### config.mk
export PLATFORM = sky130hd
export DESIGN_NAME = tlia_arbiter
export DESIGN_NICKNAME = d
export VERILOG_FILES = /design/src/verilog/tlia_pkg.sv /design/src/verilog/tlia_arbiter.sv
export SDC_FILE = /design/constraint.sdc
export NUM_CORES = 1
export LEC_CHECK = 0
export BUFFER_PORTS_ARGS = -buffer_cell sky130_fd_sc_hd__buf_2
export CAP_MARGIN = 25
export CORE_UTILIZATION = 45
export DETAILED_ROUTE_END_ITERATION = 12
export PLACE_DENSITY = 0.83
export SLEW_MARGIN = 20
export SYNTH_ARGS = -nofsm -noshare
export SYNTH_HDL_FRONTEND = slang
export SYNTH_SLANG_ARGS = --single-unit
### constraint.sdc
create_clock -name sys_clk -period 3.8 [get_ports sys_clk]
set_input_delay 0.19 -clock sys_clk [delete_from_list [all_inputs] [get_ports sys_clk]]
set_output_delay 0.19 -clock sys_clk [all_outputs]
set_load 0.01 [all_outputs]
### src/verilog/tlia_pkg.sv
//----------------------------------------------------------------------
// What this block does
// Twelve sources, each low or high priority.
// High preempts low; low waits for low.
// Active high routine blocks every other request; the power-down wake grant is not blocked.
// Simultaneous levels: high level wins.
// Same level: fixed polling order decides.
// Polling pairs: ext0/conv down to timer2/ctimer1.
// Match request ORs six flags, vector 0063h.
// Compare timer 2 period flag, vector 005Bh.
// Compare timer 1 ORs two flags, vector 006Bh.
// Power-down wake by ext0 low vectors 007Bh.
// Other vectors 0003h through 0053h as listed.
// Enabled request ends idle, state kept.
//----------------------------------------------------------------------
`default_nettype none

package tlia_pkg;

    localparam int NUM_SRC = 12;

    // Source index equals position in the polling order, 0 polled first.
    localparam logic [3:0] SRC_EXT0   = 4'h0;
    localparam logic [3:0] SRC_CONV   = 4'h1;
    localparam logic [3:0] SRC_TMR0   = 4'h2;
    localparam logic [3:0] SRC_EXT2   = 4'h3;
    localparam logic [3:0] SRC_EXT1   = 4'h4;
    localparam logic [3:0] SRC_EMERG  = 4'h5;
    localparam logic [3:0] SRC_TMR1   = 4'h6;
    localparam logic [3:0] SRC_CTMR2  = 4'h7;
    localparam logic [3:0] SRC_SERIAL = 4'h8;
    localparam logic [3:0] SRC_MATCH  = 4'h9;
    localparam logic [3:0] SRC_TMR2   = 4'hA;
    localparam logic [3:0] SRC_CTMR1  = 4'hB;

    localparam logic [15:0] VEC_EXT0   = 16'h0003;
    localparam logic [15:0] VEC_TMR0   = 16'h000B;
    localparam logic [15:0] VEC_EXT1   = 16'h0013;
    localparam logic [15:0] VEC_TMR1   = 16'h001B;
    localparam logic [15:0] VEC_SERIAL = 16'h0023;
    localparam logic [15:0] VEC_TMR2   = 16'h002B;
    localparam logic [15:0] VEC_CONV   = 16'h0043;
    localparam logic [15:0] VEC_EXT2   = 16'h004B;
    localparam logic [15:0] VEC_EMERG  = 16'h0053;
    localparam logic [15:0] VEC_CTMR2  = 16'h005B;
    localparam logic [15:0] VEC_MATCH  = 16'h0063;
    localparam logic [15:0] VEC_CTMR1  = 16'h006B;
    localparam logic [15:0] VEC_WAKE   = 16'h007B;

    localparam logic [15:0] VEC_RESET  = 16'h0000;

    // Raw request flags from the peripherals.
    typedef struct packed {
        logic       ext0_request_flag;
        logic       timer0_overflow_flag;
        logic       ext1_request_flag;
        logic       timer1_overflow_flag;
        logic       serial_receive_flag;
        logic       serial_transmit_flag;
        logic       timer2_overflow_flag;
        logic       timer2_external_flag;
        logic       converter_done_flag;
        logic       ext2_request_flag;
        logic       trap_flag;
        logic       block_commutation_error_flag;
        logic       cmp_timer2_period_flag;
        logic [2:0] channel_falling_match_flags;
        logic [2:0] channel_rising_match_flags;
        logic       cmp_timer1_period_flag;
        logic       cmp_timer1_match_flag;
    } tlia_flags_t;

    // Grant presented to the CPU core.
    typedef struct packed {
        logic        valid;
        logic        high;
        logic [3:0]  src;
        logic [15:0] vector;
    } tlia_grant_t;

endpackage : tlia_pkg

`default_nettype wire

### src/verilog/tlia_arbiter.sv
`default_nettype none

module tlia_arbiter #(
    parameter int NSRC = tlia_pkg::NUM_SRC
) (
    // Clock and reset.
    input  wire logic                  sys_clk,
    input  wire logic                  arst_n,
    // Request flags, same clock domain.
    input  wire tlia_pkg::tlia_flags_t flags,
    // Per-source enable and level, indexed by polling position.
    input  wire logic [NSRC-1:0]       src_enable,
    input  wire logic [NSRC-1:0]       src_high,
    input  wire logic                  global_enable,
    // CPU handshake.
    input  wire logic                  grant_ack,
    input  wire logic                  routine_return,
    // Power saving.
    input  wire logic                  idle_mode,
    input  wire logic                  powerdown_mode,
    input  wire logic                  ext0_pin_n,
    // Outputs.
    output var tlia_pkg::tlia_grant_t  grant,
    output logic                       idle_exit,
    output logic                       wake_pending,
    output logic                       active_low_lvl,
    output logic                       active_high_lvl
);

    //------------------------------------------------------------------
    // Pin synchroniser
    //------------------------------------------------------------------
    logic ext0_meta_n;
    logic ext0_sync_n;

    // The wake pin is asynchronous to sys_clk, so two stages come first.
    always_ff @(posedge sys_clk or negedge arst_n)
    begin
        if (!arst_n)
        begin
            ext0_meta_n <= 1'b1;
            ext0_sync_n <= 1'b1;
        end
        else
        begin
            ext0_meta_n <= ext0_pin_n;
            ext0_sync_n <= ext0_meta_n;
        end
    end

    //------------------------------------------------------------------
    // Source combining
    //------------------------------------------------------------------
    logic [NSRC-1:0] raw_req;
    logic [NSRC-1:0] req;

    // Index equals polling position, so the vector order is shuffled here.
    always_comb
    begin
        raw_req                       = '0;
        raw_req[tlia_pkg::SRC_EXT0]   = flags.ext0_request_flag;
        raw_req[tlia_pkg::SRC_TMR0]   = flags.timer0_overflow_flag;
        raw_req[tlia_pkg::SRC_EXT1]   = flags.ext1_request_flag;
        raw_req[tlia_pkg::SRC_TMR1]   = flags.timer1_overflow_flag;
        raw_req[tlia_pkg::SRC_SERIAL] = flags.serial_receive_flag
                                      | flags.serial_transmit_flag;
        raw_req[tlia_pkg::SRC_TMR2]   = flags.timer2_overflow_flag
                                      | flags.timer2_external_flag;
        raw_req[tlia_pkg::SRC_CONV]   = flags.converter_done_flag;
        raw_req[tlia_pkg::SRC_EXT2]   = flags.ext2_request_flag;
        raw_req[tlia_pkg::SRC_EMERG]  = flags.trap_flag
                                      | flags.block_commutation_error_flag;
        raw_req[tlia_pkg::SRC_CTMR2]  = flags.cmp_timer2_period_flag;
        raw_req[tlia_pkg::SRC_MATCH]  = (|flags.channel_rising_match_flags)
                                      | (|flags.channel_falling_match_flags);
        raw_req[tlia_pkg::SRC_CTMR1]  = flags.cmp_timer1_period_flag
                                      | flags.cmp_timer1_match_flag;
    end

    assign req = raw_req & src_enable & {NSRC{global_enable}};

    //------------------------------------------------------------------
    // Helpers
    //------------------------------------------------------------------

    // Lowest index wins, which is the fixed polling order.
    function automatic logic [3:0] first_set(input logic [NSRC-1:0] v);
        logic [3:0] idx;
        idx = 4'h0;
        for (int i = NSRC - 1; i >= 0; i--)
        begin
            if (v[i])
                idx = 4'(i);
        end
        return idx;
    endfunction

    function automatic logic [15:0] vector_of(input logic [3:0] s);
        logic [15:0] v;
        v = tlia_pkg::VEC_EXT0;
        case (s)
            tlia_pkg::SRC_EXT0:   v = tlia_pkg::VEC_EXT0;
            tlia_pkg::SRC_TMR0:   v = tlia_pkg::VEC_TMR0;
            tlia_pkg::SRC_EXT1:   v = tlia_pkg::VEC_EXT1;
            tlia_pkg::SRC_TMR1:   v = tlia_pkg::VEC_TMR1;
            tlia_pkg::SRC_SERIAL: v = tlia_pkg::VEC_SERIAL;
            tlia_pkg::SRC_TMR2:   v = tlia_pkg::VEC_TMR2;
            tlia_pkg::SRC_CONV:   v = tlia_pkg::VEC_CONV;
            tlia_pkg::SRC_EXT2:   v = tlia_pkg::VEC_EXT2;
            tlia_pkg::SRC_EMERG:  v = tlia_pkg::VEC_EMERG;
            tlia_pkg::SRC_CTMR2:  v = tlia_pkg::VEC_CTMR2;
            tlia_pkg::SRC_MATCH:  v = tlia_pkg::VEC_MATCH;
            tlia_pkg::SRC_CTMR1:  v = tlia_pkg::VEC_CTMR1;
            default:              v = tlia_pkg::VEC_EXT0;
        endcase
        return v;
    endfunction

    //------------------------------------------------------------------
    // Selection
    //------------------------------------------------------------------
    logic [NSRC-1:0] hi_req;
    logic [NSRC-1:0] lo_req;
    logic            may_high;
    logic            may_low;
    logic            pick_valid;
    logic            pick_high;
    logic [3:0]      pick_src;
    logic            wake_fire;

    assign hi_req   = req & src_high;
    assign lo_req   = req & ~src_high;
    // A high routine blocks all but the wake grant; a low routine blocks only low.
    assign may_high = !active_high_lvl;
    assign may_low  = !active_high_lvl && !active_low_lvl;

    // Wake-up leaves power-down only via a low ext0 level.
    assign wake_fire = powerdown_mode && !ext0_sync_n;

    always_comb
    begin
        pick_valid = 1'b0;
        pick_high  = 1'b0;
        pick_src   = 4'h0;
        if (may_high && (|hi_req))
        begin
            pick_valid = 1'b1;
            pick_high  = 1'b1;
            pick_src   = first_set(hi_req);
        end
        else if (may_low && (|lo_req))
        begin
            pick_valid = 1'b1;
            pick_src   = first_set(lo_req);
        end
    end

    //------------------------------------------------------------------
    // Grant register
    //------------------------------------------------------------------

    // The grant holds until the core acknowledges, so it never shifts
    // under a vector fetch in progress.
    always_ff @(posedge sys_clk or negedge arst_n)
    begin
        if (!arst_n)
        begin
            grant <= '{valid: 1'b0, high: 1'b0, src: 4'h0, vector: tlia_pkg::VEC_RESET};
        end
        else if (grant.valid && !grant_ack)
        begin
            grant <= grant;
        end
        else if (wake_fire && !wake_pending)
        begin
            grant <= '{valid: 1'b1, high: 1'b1, src: 4'h0,
                       vector: tlia_pkg::VEC_WAKE};
        end
        else if (pick_valid && !(grant.valid && grant_ack))
        begin
            grant <= '{valid: 1'b1, high: pick_high, src: pick_src,
                       vector: vector_of(pick_src)};
        end
        else
        begin
            grant.valid <= 1'b0;
        end
    end

    //------------------------------------------------------------------
    // Wake latch
    //------------------------------------------------------------------

    // Stays set until the power-down request drops so one pulse wakes once.
    always_ff @(posedge sys_clk or negedge arst_n)
    begin
        if (!arst_n)
            wake_pending <= 1'b0;
        else if (wake_fire)
            wake_pending <= 1'b1;
        else if (!powerdown_mode)
            wake_pending <= 1'b0;
    end

    //------------------------------------------------------------------
    // Nesting levels
    //------------------------------------------------------------------

    // Return ends the highest active level first, as nesting demands.
    always_ff @(posedge sys_clk or negedge arst_n)
    begin
        if (!arst_n)
        begin
            active_low_lvl  <= 1'b0;
            active_high_lvl <= 1'b0;
        end
        else if (grant.valid && grant_ack)
        begin
            if (grant.high)
                active_high_lvl <= 1'b1;
            else
                active_low_lvl  <= 1'b1;
        end
        else if (routine_return)
        begin
            if (active_high_lvl)
                active_high_lvl <= 1'b0;
            else
                active_low_lvl  <= 1'b0;
        end
    end

    //------------------------------------------------------------------
    // Idle exit
    //------------------------------------------------------------------

    // Pulses every other cycle while an enabled request stands during idle; CPU state untouched.
    always_ff @(posedge sys_clk or negedge arst_n)
    begin
        if (!arst_n)
            idle_exit <= 1'b0;
        else
            idle_exit <= idle_mode && (|req) && !idle_exit;
    end

endmodule // tlia_arbiter

`default_nettype wire

==> results.sh <==
export IMPL_ys_top_cells_by_count="nand2_1 (16), dfrtp_1 (15), buf_4 (11)"
export IMPL_netlist_area_mm2=0.00149
export IMPL_maxUsedRoutingLayer="met4"
export IMPL_vdd_ir_drop_max_uv=245
export IMPL_rows=20
export IMPL_final_cells=276
export IMPL_io_buffer_count=68
export IMPL_synth_top_cell_area_share_pct=25.1
export IMPL_syn_avg_cell_area_um2=9.00
export IMPL_crit_fanout=25
export IMPL_dp_cells=270
export IMPL_wl_met3_um=181
export IMPL_power_frac_seq_pct=38.0
export IMPL_layout_min_cycle_time_ns=2.01
export IMPL_diodes=0
export IMPL_grt_pass1_wl_mm=5.82
export IMPL_track_usage_pct=21.6
export IMPL_holdCritPathClass="in2reg"
export IMPL_cpPeakStageDelay_ns=0.41
export IMPL_htreeDepth=1
export IMPL_route_detailed_drc=0
export IMPL_synth_distinct_cells=60
export IMPL_clockRootBuffer="clkbuf_4"
export IMPL_cts_clk_slew_worst_paths_ns=0.09
export IMPL_initial_core_util_pct=48.1
export IMPL_fin_ws_ns=1.79
export IMPL_worst_pin_slew_ns=0.539
export IMPL_setup_viol=0
export IMPL_m1WireLength_mm=1.67
export IMPL_clock_fmax_mhz=497
export IMPL_netlist_top_cells_area="dfrtp_1 (25%), buf_4 (5.5%), nand2_1 (4.0%)"
export IMPL_cts_buffers=3
export IMPL_crit_arrival_ns=2.19
export IMPL_clkLatencyLatePin_ns=0.28
export IMPL_wl_met2_mm=1.82
export IMPL_place_hpwl_mm=3.09
export IMPL_cts_tree="done"
export IMPL_area_delta_synth_final_pct=21.4
export IMPL_synth_area_leader_cell="dfrtp_1"
export IMPL_slowest_stage="or3b_1"
export IMPL_timing_final_crit_share_pct=53.0
export IMPL_avgRoutedWirePerCell_um=13.3
export IMPL_nets=286
export IMPL_p_int_mw=0.473
export IMPL_cp_cell_sequence="buf_2 > nand4b_1 > o2111a_1 > or3b_1 > o21ai_4 > a31o_4 > and2_4 > mux2_4"
export IMPL_power_frac_comb_pct=50.4
export IMPL_core_area_mm2=0.00310
export IMPL_firstDrtPassIters=4
export IMPL_io_pins=79
export IMPL_pwr_share_clk_pct=11.6
export IMPL_maxSlewViolCount=0
export IMPL_grt_antenna_before_repair=0
export IMPL_fin_area_mm2=0.00181
export IMPL_grt_pass1_vias=1341
export IMPL_vias=1530
export IMPL_drive_above_1_share_pct=38.4
export IMPL_p_sw_share_pct=40.4
export IMPL_utilization_pct=58.4
export IMPL_grt_start_max_net_pins=26
export IMPL_status="finished clean"
export IMPL_setup_tns_ns=0
export IMPL_antenna_left=0
export IMPL_die_area_mm2=0.00355
export IMPL_cts_buffer_depth=2
export IMPL_maxCapViolations=0
export IMPL_die_h_um=59.6
export IMPL_timing_hold_violations_final=0
export IMPL_gr_total_overflow=0
export IMPL_synth_ff_type="dfrtp_1"
export IMPL_crit_required_ns=3.98
export IMPL_synth_seq_cells=17
export IMPL_routed_via_density=5.54
export IMPL_synth_most_common_cell="nand2_1"
export IMPL_ys_warnings_count=0
export IMPL_cts_resized=0
export IMPL_hold_ws_ns=0.153
export IMPL_end_kind="flop"
export IMPL_cp_start_kind="input port"
export IMPL_pre_cts_slack_ns=1.49
export IMPL_drt_total_wl_mm=3.68
export IMPL_synth_edf_count=0
export IMPL_leakagePower_nw=0.869
export IMPL_die_w_um=59.6
export IMPL_place_area_mm2=0.00177
export IMPL_ys_seq_area_share_pct=28.6
export IMPL_synthArstFlopShare_pct=100
export IMPL_p_per_area_mw_per_mm2=438
export IMPL_p_switching_mw=0.321
export IMPL_cts_sinks=17
export IMPL_finalPower_mw=0.794
export IMPL_first_iter_violations=71
export IMPL_place_congestion=0.959
export IMPL_grt_setup_unrepaired="no"
export IMPL_synth_cells=166
export IMPL_finalClockSkew_ns=0.00222
export IMPL_critPathKind="in2reg"
export IMPL_relSlewSlack_pct=63.9
power groups by stage:
stage	Combinational (mW)	Clock [mW]	Sequential (mW)
floorplan	0.263	0	0.317
global placement	0.393	0	0.303
detailed placement	0.398	0	0.305
CTS	0.401	0.0959	0.301
global route	0.443	0.105	0.310
finish	0.400	0.0922	0.301
worst paths after layout:
| path | startpoint | endpoint | slack (ns) | cells after the start |
|---|---|---|---|---|
| setup / recovery | global_enable | grant[4] | 1.79 | 8 |
| setup reg to reg | active_high_lvl | grant[16] | 2.04 | 4 |
| hold / removal | idle_mode | idle_exit | 0.15 | 2 |
| max in group asynchronous | arst_n | ext0_sync_n | 3.14 | 2 |
| hold reg to reg | ext0_meta_n | ext0_sync_n | 0.37 | 0 |
| min in group asynchronous | arst_n | grant[21] | 0.35 | 2 |
sequential cells by signal, indices dropped and copies added (netlist names):
name / flops
ext0_meta_n: 1
active_high_lvl: 1
idle_exit: 1
grant: 11
ext0_sync_n: 1
wake_pending: 1
active_low_lvl: 1
cells by family (layout without fill, tap and decap cells):
family                    Yosys count  after routing  share of synthesized area [%]
DFF                                17             17                           28.6
xor gates and xnor gates            1              1                          0.586
buffers and inverters              22             79                           11.7
AOI/OAI and AO/OA                  54             54                           29.1
other                               1             10                          0.251
and+or+nand+nor                    68             68                           27.1
muxes                               3              3                           2.68
cell usage in the layout, fill, tap and decap left out, drive strengths merged, types with 4 or more instances in the layout:
master and n:
buf 68, nand2 16, dfrtp 15, nor2 11, nand3 11, conb 10
nand4 10, o21ai 7, o211ai 6, inv 5, o22ai 4, a31oi 4
nand2b 4, a22oi 4, clkbuf 4
critical path: cells and delay by family:
kind            cells  cell delay [ns]
mux                 1             0.30
compound gates      3             0.61
buf+inv             1             0.24
simple gates        3             0.84
final cells by class:
| cell class | instances | area (µm²) |
|---|---|---|
| timing repair buffer | 70 | 360 |
| sequential | 17 | 428 |
| tap | 44 | 55.1 |
| inverter | 5 | 18.8 |
| multi-input combinational | 136 | 925 |
| fill | 306 | 1290 |
| clock buffer | 4 | 26.3 |
metal layers:
layer	vias up	global-route usage [%]
met4	0	4.98
li1	761	-
met2	39	37.4
met3	2	4.80
met5	-	0
met1	728	27.4
timing repair:
action / in CTS / in global routing
buffers inserted: 0 / 0
hold buffers: 2 / 0
hold endpoints to repair: 16 / 0
No activity file was read; power rests on OpenSTA's default activity.
